$ cat src/inc/hbbl_consts.svh
// constants for the host byte-lane bus: scheme codes, widths, timing
// assumes inclusion from the package and both end modules
`ifndef HBBL_CONSTS_SVH
`define HBBL_CONSTS_SVH
`define HBBL_SCH_BHE      3'h0
`define HBBL_SCH_WRHL     3'h1
`define HBBL_SCH_SIZ      3'h2
`define HBBL_SCH_UDLD     3'h3
`define HBBL_SCH_BURST    3'h4
`define HBBL_SCH_EB       3'h5
`define HBBL_SCH_OEWR     3'h6
`define HBBL_ADDR_W       20
`define HBBL_MEM_AW       8
`define HBBL_STROBE_HOLD  4'h2
`endif

$ cat src/inc/hbbl_pkg.sv
// types shared by both ends of the host byte-lane bus
// assumes the constants header is on the include path
`include "hbbl_consts.svh"
package hbbl_pkg;
  typedef enum logic [1:0] {
    HBBL_IDLE  = 2'b00,
    HBBL_ADDR  = 2'b01,
    HBBL_STRB  = 2'b11,
    HBBL_DONE  = 2'b10
  } hbbl_state_t;
endpackage

$ cat src/inc/hbbl_if.sv
// pins between host and device; active-low strobes, three-signal data pins
// assumes the bench resolves shared data from the enables
`timescale 1ns/1ns
interface hbbl_if;
  logic        control_pin_0;
  logic        control_pin_1;
  logic        control_pin_2;
  logic        port_d_pin_3;
  logic        address_strobe_line;
  logic [15:0] addr_o;
  logic [3:0]  addr_hi;
  logic [15:0] host_dat_o;
  logic        host_dat_oe;
  logic [15:0] dev_dat_o;
  logic        dev_dat_oe;
  logic [15:0] dat_i;
  modport device (input control_pin_0, control_pin_1, control_pin_2, port_d_pin_3,
                  address_strobe_line, addr_o, addr_hi, dat_i,
                  output dev_dat_o, dev_dat_oe);
  modport host (output control_pin_0, control_pin_1, control_pin_2, port_d_pin_3,
                address_strobe_line, addr_o, addr_hi, host_dat_o, host_dat_oe,
                input dat_i);
endinterface

$ cat src/hw/hbbl_host.sv
// host end: one word/byte access per request, strobes per scheme
// assumes the device answers reads within the strobe hold time
`timescale 1ns/1ns
`include "hbbl_consts.svh"
module hbbl_host import hbbl_pkg::*; #(
  parameter logic [3:0] HOLD = `HBBL_STROBE_HOLD
) (
  input  wire logic        i_clk,    // system clock
  input  wire logic        i_rst_n,  // sync reset
  input  wire logic [2:0]  i_scheme, // strobe scheme select
  input  wire logic        i_req,    // start access, pulse
  input  wire logic        i_we,     // write when high
  input  wire logic [1:0]  i_be,     // byte enables: [1] odd, [0] even
  input  wire logic [19:0] i_addr,   // byte address
  input  wire logic [15:0] i_wdata,  // write data, odd byte high
  output logic             o_busy,   // access in progress
  output logic             o_done,   // one-cycle completion
  output logic [15:0]      o_rdata,  // read data, odd byte high
  hbbl_if.host             bus       // device pins
);
  hbbl_state_t st_q;
  logic [3:0]  cnt_q;
  logic        we_q;
  logic [1:0]  be_q;
  logic [19:0] a_q;
  logic [15:0] wd_q;
  logic [15:0] rd_q;
  wire act = (st_q == HBBL_STRB);
  wire even_hi = (i_scheme == `HBBL_SCH_SIZ) || (i_scheme == `HBBL_SCH_UDLD)
              || (i_scheme == `HBBL_SCH_EB);
  wire bo = be_q[1]; // odd byte wanted
  wire bv = be_q[0]; // even byte wanted
  wire a0 = !bv;
  // burst host reads are code fetches on their own strobe
  wire fetch = (i_scheme == `HBBL_SCH_BURST);
  logic p0, p1, p2, p3;
  always_comb begin
    p0 = 1'b1; p1 = 1'b1; p2 = 1'b1; p3 = 1'b1;
    case (i_scheme)
      `HBBL_SCH_BHE: begin
        p0 = !(act && we_q); p1 = !(act && !we_q); p2 = !(act && bo);
      end
      `HBBL_SCH_SIZ: begin
        // size bit low means a word, high a single byte
        p0 = !we_q; p1 = !act; p2 = bo ^ bv;
      end
      `HBBL_SCH_UDLD, `HBBL_SCH_EB: begin
        p0 = !we_q; p1 = !(act && bv); p2 = !(act && bo);
      end
      default: begin
        p0 = !(act && we_q && bv); p3 = !(act && we_q && bo);
        p1 = !(act && !we_q && !fetch);
        p2 = !(act && !we_q && fetch);
      end
    endcase
  end
  always_ff @(posedge i_clk) begin
    if (!i_rst_n) begin
      st_q  <= HBBL_IDLE;
      cnt_q <= 4'h0;
      we_q  <= 1'b0;
      be_q  <= 2'b00;
      a_q   <= 20'h0_0000;
      wd_q  <= 16'h0000;
      rd_q  <= 16'h0000;
    end else begin
      case (st_q)
        HBBL_IDLE: if (i_req) begin
          st_q <= HBBL_ADDR;
          we_q <= i_we;
          be_q <= i_be;
          a_q  <= i_addr;
          wd_q <= even_hi ? {i_wdata[7:0], i_wdata[15:8]} : i_wdata;
        end
        HBBL_ADDR: begin
          st_q  <= HBBL_STRB;
          cnt_q <= HOLD;
        end
        HBBL_STRB: begin
          cnt_q <= cnt_q - 4'h1;
          if (cnt_q == 4'h0) begin
            st_q <= HBBL_DONE;
            rd_q <= even_hi ? {bus.dat_i[7:0], bus.dat_i[15:8]} : bus.dat_i;
          end
        end
        default: st_q <= HBBL_IDLE;
      endcase
    end
  end
  assign bus.control_pin_0       = p0;
  assign bus.control_pin_1       = p1;
  assign bus.control_pin_2       = p2;
  assign bus.port_d_pin_3        = p3;
  assign bus.address_strobe_line = !(st_q == HBBL_ADDR);
  assign bus.addr_o              = {a_q[15:1], a0};
  assign bus.addr_hi             = a_q[19:16];
  assign bus.host_dat_o          = wd_q;
  assign bus.host_dat_oe         = we_q && (st_q != HBBL_IDLE) && (st_q != HBBL_DONE);
  assign o_busy                  = st_q != HBBL_IDLE;
  assign o_done                  = st_q == HBBL_DONE;
  assign o_rdata                 = rd_q;
endmodule

$ cat src/flat_wrapper.sv
// flat-port wrapper written by rule: the top's interface ports become plain ports
module hbbl_host_flat import hbbl_pkg::*;
#(
  parameter logic [3:0] HOLD = `HBBL_STROBE_HOLD
)
  (i_clk, i_rst_n, i_scheme, i_req, i_we, i_be, i_addr, i_wdata, o_busy, o_done, o_rdata, bus_control_pin_0, bus_control_pin_1, bus_control_pin_2, bus_port_d_pin_3, bus_address_strobe_line, bus_addr_o, bus_addr_hi, bus_host_dat_o, bus_host_dat_oe, bus_dat_i);
  hbbl_if bus_i ();
  input  wire logic i_clk;
  input  wire logic i_rst_n;
  input  wire logic [2:0] i_scheme;
  input  wire logic i_req;
  input  wire logic i_we;
  input  wire logic [1:0] i_be;
  input  wire logic [19:0] i_addr;
  input  wire logic [15:0] i_wdata;
  output logic o_busy;
  output logic o_done;
  output logic [15:0] o_rdata;
  output wire logic [$bits(bus_i.control_pin_0)-1:0] bus_control_pin_0;
  output wire logic [$bits(bus_i.control_pin_1)-1:0] bus_control_pin_1;
  output wire logic [$bits(bus_i.control_pin_2)-1:0] bus_control_pin_2;
  output wire logic [$bits(bus_i.port_d_pin_3)-1:0] bus_port_d_pin_3;
  output wire logic [$bits(bus_i.address_strobe_line)-1:0] bus_address_strobe_line;
  output wire logic [$bits(bus_i.addr_o)-1:0] bus_addr_o;
  output wire logic [$bits(bus_i.addr_hi)-1:0] bus_addr_hi;
  output wire logic [$bits(bus_i.host_dat_o)-1:0] bus_host_dat_o;
  output wire logic [$bits(bus_i.host_dat_oe)-1:0] bus_host_dat_oe;
  input wire logic [$bits(bus_i.dat_i)-1:0] bus_dat_i;
  assign bus_control_pin_0 = bus_i.control_pin_0;
  assign bus_control_pin_1 = bus_i.control_pin_1;
  assign bus_control_pin_2 = bus_i.control_pin_2;
  assign bus_port_d_pin_3 = bus_i.port_d_pin_3;
  assign bus_address_strobe_line = bus_i.address_strobe_line;
  assign bus_addr_o = bus_i.addr_o;
  assign bus_addr_hi = bus_i.addr_hi;
  assign bus_host_dat_o = bus_i.host_dat_o;
  assign bus_host_dat_oe = bus_i.host_dat_oe;
  assign bus_i.dat_i = bus_dat_i;
  hbbl_host #(.HOLD(HOLD)) u_core (.i_clk(i_clk), .i_rst_n(i_rst_n), .i_scheme(i_scheme), .i_req(i_req), .i_we(i_we), .i_be(i_be), .i_addr(i_addr), .i_wdata(i_wdata), .o_busy(o_busy), .o_done(o_done), .o_rdata(o_rdata), .bus(bus_i));
endmodule
$ cat config.mk
export PLATFORM = sky130hd
export DESIGN_NAME = hbbl_host_flat
export DESIGN_NICKNAME = d
export VERILOG_FILES = /design/src/inc/hbbl_pkg.sv /design/src/inc/hbbl_if.sv /design/src/hw/hbbl_host.sv /design/src/flat_wrapper.sv
export VERILOG_INCLUDE_DIRS = /design/src /design/src/inc
export SDC_FILE = /design/constraint.sdc
export NUM_CORES = 1
export LEC_CHECK = 0
export BUFFER_PORTS_ARGS = -buffer_cell sky130_fd_sc_hd__buf_2
export CAP_MARGIN = 20
export CORE_MARGIN = 2
export CORE_UTILIZATION = 47
export CTS_CLUSTER_DIAMETER = 150
export DETAILED_ROUTE_END_ITERATION = 8
export GPL_TIMING_DRIVEN = 0
export PLACE_DENSITY = 0.8
export SYNTH_ARGS = -nofsm -noshare
export SYNTH_HDL_FRONTEND = slang
export SYNTH_SLANG_ARGS = --single-unit
export TNS_END_PERCENT = 100
$ cat constraint.sdc
create_clock -name i_clk -period 2.1 [get_ports i_clk]
set_clock_uncertainty 0.15 [all_clocks]
set_input_delay 0.315 -clock i_clk [delete_from_list [all_inputs] [get_ports i_clk]]
set_output_delay 0.315 -clock i_clk [all_outputs]
set_load 0.02 [all_outputs]
==> flow_summary_export.csv, run 1 <==
group,metric,value,unit
routing,ant_nets,0,
power_and_ir_drop,peakVddDrop,0.000533,V
grt,grt_pass1_vias,2548,
grt,grt_pass1_wl,11800,um
critical_path,start_kind,"input pin",
layout,regArea,0.00120,mm2
synth,synth_top_area_frac,0.453,
synth,syn_inst,339,
routing,maxUsedRoutingLayer,"met4",
die,io_pins,121,
synth,postSynthAreaPerCell,7.82,um2
timing,min_period,1980,ps
die,die_x,79.1,um
power_and_ir_drop,p_seq_frac,0.407,
clock_tree,clock_path_buffers,2,
routing,wl_met1,3180,um
critical_path,end_kind,"output pin",
power_and_ir_drop,intPower,0.00222,W
layout,multi_input_area,0.00126,mm2
grt,grt.total_usage,0.241,
critical_path,max_stage_delay,180,ps
layout,fillers,513,
routing,remaining_drc_errors,0,
clock_tree,post_cts_resize_count,0,
outcome,status,"finished clean",
layout,n_antenna_cell,0,
routing,routed_wirelength,7370,um
layout,most-common-layout-cells,"123 x buf_2, 98 x nand2_1, 60 x dfxtp_1",
critical_path,r2r_start,"u_core.cnt_q[0]",
power_and_ir_drop,p_leak,1.68,nW
synth,ys_warn_count,0,
synth,synth_nets,402,
clock_tree,holdBufCountCts,0,
critical_path,cp_slowest_cell,"buf_4",
timing,hold_viol,0,
timing,worst_pin_slew,457,ps
routing,vias,2787,
critical_path,worstPathCellList,"buf_2 > nand3b_1 > and2_1 > buf_4 > buf_4 > nor2_1 > o21ai_1 > buf_2",
flow_run,maxCapViolations,0,
routing,drt-pass1-iter-count,5,
critical_path,path_class,"input pin to output pin",
clock_tree,cts_root_buffer,"clkbuf_8",
timing,grt_setup_unrepaired,"no",
routing,wl_met2,3480,um
critical_path,cp.required,1630,ps
clock_tree,numClockSinks,60,
layout,nNetsFinal,530,
die,dieArea,0.00626,mm2
layout,drive_gt1_frac,0.324,
die,start_util,0.485,
power_and_ir_drop,power.switching,0.000882,W
timing,finalMaxSlewViolations,0,
synth,synth_cell_types,32,
die,fp.dieH,79.1,um
routing,drt_iter0_drc,143,
power_and_ir_drop,p_per_area,871,mW/mm2
critical_path,crit_path_max_fanout,10,
placed_design,port_buffers,117,
clock_tree,cts_tree,"done",
worst_hold_path,hold_path.class,"input pin to register",
routing,viasPerCell,5.12,
synth,ys_seq_area_frac,0.453,
timing,maxSlewHeadroom,0.695,
synth,netlist_area,0.00265,mm2
die,placementRows,27,
clock_tree,post_cts_buffers,0,
power_and_ir_drop,comb_power_share,0.184,
power_and_ir_drop,power_frac_clock,0.409,
timing,tns,0,ps
grt,antenna_found_initial,0,
critical_path,r2r-end,"u_core.o_rdata[13]",
synth,synth_area_leader_cell,"dfxtp_1",
timing,setup_viol,0,
critical_path,worstPathArrival,1510,ps
critical_path,cp-startpoint,"i_scheme[1]",
layout,final_util,0.652,
critical_path,crit_end,"bus_control_pin_1",
layout,syn_to_final_growth,34.5,%
timing,max_freq,506,MHz
grt,grt_start_max_net_pins,12,
routing,dr_wl_met3,629,um
timing,fin_crit_sh,0.941,
power_and_ir_drop,sw_frac_of_total,0.284,
synth,ys_ff_latch,60,
die,coreArea,0.00547,mm2
placed_design,gp_congestion,0.831,
routing,wire_per_inst,13.6,um
grt,grt_overflow,0,
clock_tree,h-tree-depth,3,
critical_path,reg2reg_slack,350,ps
clock_tree,numCtsBuffers,9,
placed_design,hpwl,5270,um
clock_tree,insertion_delay,340,ps
layout,final_common_cell,"buf_2",
synth,synth.top_cells.by_area,"dfxtp_1 45%, nand2_1 14%, a21oi_1 6.4%, a21boi_1 4.0%, o21ai_1 4.0%",
critical_path,worstRegToRegCells,6,
clock_tree,clk_pin_slew,70,ps
power by group through the flow:
stage               logic (W)  registers [W]  clock network [W]
floorplan            0.000279        0.00137                  0
global placement     0.000558        0.00129                  0
detailed placement   0.000569        0.00129                  0
CTS                  0.000574        0.00126            0.00128
global route         0.000631        0.00127            0.00133
finish               0.000572        0.00126            0.00127
cell families after synthesis:
group | synth area share
buffers and inverters | 0.0722
AO/OA/AOI/OAI | 0.249
XOR/XNOR | 0.00991
AND/OR/NAND/NOR | 0.207
adder cells (fa/ha/maj) | 0.00943
flip-flops | 0.453
state kept, by name (all words and copies together) (netlist names):
register	flops
u_core.bus.host_dat_o	16
u_core.we_q	1
u_core.cnt_q	4
u_core.o_rdata	16
u_core.a_q	19
u_core.st_q	2
u_core.be_q	2
critical path, delay by kind of cell:
kind	cells	cell delay (ps)
compound gates	1	80
buf+inv	4	640
simple gates	3	460
area by class of cell:
class | count | share of cell area
plain buffers | 27 | 0.0484
repair buffers | 117 | 0.164
inverters | 5 | 0.00526
clock buffers | 9 | 0.0347
multi-input cells | 247 | 0.353
clock inverters | 7 | 0.0323
flip-flops and latches | 60 | 0.337
well taps | 72 | 0.0253
stage by stage:
| stage | setup slack, ps | cells | power [W] | hold slack (ps) | instance area, um2 |
|---|---|---|---|---|---|
| final | 124 | 544 | 0.00311 | 60.7 | 3570 |
| after global routing | 53.1 | 544 | 0.00324 | 66.9 | 3570 |
| after CTS | 121 | 544 | 0.00312 | 56.4 | 3570 |
| after detailed placement | 127 | 528 | 0.00186 | 294 | 3330 |
| after global placement | 164 | 528 | 0.00184 | 288 | 3330 |
| after floorplan | 331 | 339 | 0.00165 | 299 | 2650 |
how the worst min path moves through the flow:
stage	startpoint	end	slack, ps	cells past startpoint
2_1_floorplan	i_wdata[2]	u_core.bus.host_dat_o[10]	300	2
6_report	i_addr[11]	u_core.a_q[11]	60	3
5_1_grt	i_addr[9]	u_core.a_q[9]	70	3
3_5_place_dp	u_core.a_q[15]	u_core.a_q[15]	290	2
3_3_place_gp	u_core.a_q[15]	u_core.a_q[15]	290	2
4_1_cts	i_addr[11]	u_core.a_q[11]	60	3
per-layer routing:
metal	track usage	up-vias
met2	0.397	108
met3	0.0580	9
met5	0	-
li1	-	1400
met4	0.121	0
met1	0.292	1270
Yosys cell counts:
| cell | instances |
|---|---|
| a21boi_0 | 8 |
| a21boi_1 | 14 |
| a21oi_1 | 34 |
| a2bb2oi_1 | 1 |
| a31oi_1 | 16 |
| and2_1 | 7 |
| and3_1 | 1 |
| buf_2 | 6 |
| buf_4 | 7 |
| buf_6 | 5 |
| clkbuf_1 | 9 |
| dfxtp_1 | 60 |
| ha_1 | 2 |
| inv_1 | 5 |
| nand2_1 | 98 |
| nand2b_1 | 4 |
| nand3_1 | 1 |
| nand3b_1 | 2 |
| nand4_1 | 2 |
| nor2_1 | 6 |
| nor2_4 | 1 |
| nor2b_1 | 2 |
| nor4b_1 | 1 |
| o211ai_1 | 1 |
| o21ai_0 | 18 |
| o21ai_1 | 21 |
| o22ai_1 | 1 |
| o31ai_1 | 1 |
| or3_1 | 1 |
| or3b_4 | 1 |
| xnor2_1 | 1 |
| xor2_1 | 2 |
(Power assumes the default switching activity.)
==> run 2, diff against run 1 <==
- RECOVER_POWER: unset -> 50
==> run 2 against run 1 <==
Flip-flop and latch count unchanged. Design area decreased by 1.9%. Critical path depth unchanged. Combinational power decreased by 3.5%. Register-to-register slack got worse by 110 ps. Setup slack got worse by 1.3 ps. Global-route usage unchanged. Fmax about the same. Largest cell class unchanged.
==> flow_summary_export.csv, run 2 (synthesis gave the netlist of run 1 again) <==
group,metric,value,unit
critical_path,start_kind,"input pin",
clock_tree,numClockSinks,60,
layout,syn_to_final_growth,31.9,%
layout,final_common_cell,"nand2_1",
die,dieArea,0.00626,mm2
routing,viasPerCell,5.13,
timing,finalMaxSlewViolations,0,
timing,setup_viol,0,
grt,use_met3,0.0580,
placed_design,dp_cells,528,
grt,grt_start_max_net_pins,12,
routing,drt-pass1-iter-count,4,
flow_run,maxCapViolations,0,
grt,antenna_found_initial,0,
timing,worst_pin_slew,530,ps
layout,nNetsFinal,530,
grt,grt_overflow,0,
routing,wire_per_inst,13.5,um
grt,grt_pass1_vias,2548,
layout,n_antenna_cell,0,
clock_tree,insertion_delay,340,ps
die,placementRows,27,
power_and_ir_drop,p_per_area,883,mW/mm2
die,io_pins,121,
layout,regMostFlops,"u_core.a_q",
routing,routed_wirelength,7370,um
layout,final_util,0.639,
clock_tree,cts_root_buffer,"clkbuf_8",
grt,met2_usage,0.397,
timing,fin_crit_sh,0.942,
critical_path,max_stage_delay,180,ps
critical_path,cp_slowest_cell,"buf_4",
timing,min_period,1980,ps
die,die_x,79.1,um
die,coreArea,0.00547,mm2
clock_tree,numCtsBuffers,9,
clock_tree,post_cts_buffers,0,
power_and_ir_drop,peakVddDrop,0.000535,V
critical_path,cp.required,1630,ps
worst_hold_path,hold_path.class,"input pin to register",
layout,largest_reg_flops,19,
critical_path,worstPathArrival,1510,ps
power_and_ir_drop,power,0.00309,W
critical_path,crit_path_max_fanout,10,
routing,vias,2793,
grt,grtUsageMet1,0.292,
layout,drive_gt1_frac,0.214,
grt,grt_pass1_wl,11800,um
power_and_ir_drop,p_leak,1.46,nW
routing,ant_nets,0,
layout,most-common-layout-cells,"98 x nand2_1, 72 x buf_2, 61 x clkbuf_1",
timing,grt_setup_unrepaired,"no",
routing,remaining_drc_errors,0,
grt,busiest_layer,"met2",
placed_design,gp_congestion,0.831,
clock_tree,clk_pin_slew,70,ps
die,start_util,0.485,
clock_tree,clock_path_buffers,2,
clock_tree,h-tree-depth,3,
clock_tree,post_cts_resize_count,0,
die,fp.dieH,79.1,um
grt,grt.total_usage,0.241,
timing,max_freq,506,MHz
timing,hold_viol,0,
critical_path,worstPathCellList,"buf_2 > nand3b_1 > and2_1 > buf_4 > buf_4 > nor2_1 > o21ai_1 > buf_2",
clock_tree,cts_tree,"done",
critical_path,end_kind,"output pin",
placed_design,hpwl,5270,um
timing,tns,0,ps
layout,fillers,540,
layout,final_cells,544,
outcome,status,"finished clean",
routing,drt_iter0_drc,139,
clock_tree,holdBufCountCts,0,
timing,maxSlewHeadroom,0.647,
critical_path,path_class,"input pin to output pin",
placed_design,port_buffers,117,
run 2: area by class of cell:
class                           instances  area [um2]  share of cell area
Multi-Input combinational cell        247        1260               0.360
Clock buffer                            9         124              0.0354
Clock inverter                          7         115              0.0329
Sequential cell                        60        1200               0.343
Inverter                                5        18.8             0.00536
Tap cell                               72        90.1              0.0257
Timing Repair Buffer                  117         522               0.149
Buffer                                 27         169              0.0483
run 2: stage by stage:
| step | instance area (um2) | hold WS [ps] | setup WS, ps |
|---|---|---|---|
| after floorplan | 2650 | 299 | 331 |
| after global placement | 3330 | 288 | 164 |
| after detailed placement | 3330 | 294 | 127 |
| after CTS | 3570 | 56.4 | 121 |
| after global routing | 3500 | 66.9 | 51.4 |
| final | 3500 | 58.4 | 122 |
run 2: worst max-delay path, delay by kind of cell:
family          cells  cell delay, ps
compound gates      1              80
simple gates        3             460
buf+inv             4             640
run 2: routing by layer:
metal	share of wire	vias to the layer above	wire (um)
met5	0	-	0
met1	0.43	1268	3190
met4	0.018	0	136
met2	0.47	111	3470
li1	-	1403	-
met3	0.077	11	567
run 2: report_power, final:
| part | switching [W] | total (W) | internal, W |
|---|---|---|---|
| Sequential | 0.0000476 | 0.00127 | 0.00122 |
| Clock | 0.000489 | 0.00127 | 0.000784 |
| Combinational | 0.000350 | 0.000552 | 0.000202 |
run 2: path summary, 6_finish.rpt:
check,start,to,slack [ps],cells after the start
setup / recovery,i_scheme[1],bus_control_pin_1,120,8
hold / removal,i_addr[11],u_core.a_q[11],60,3
setup reg to reg,u_core.st_q[1],u_core.a_q[12],240,6
hold reg to reg,u_core.a_q[8],u_core.a_q[8],310,2
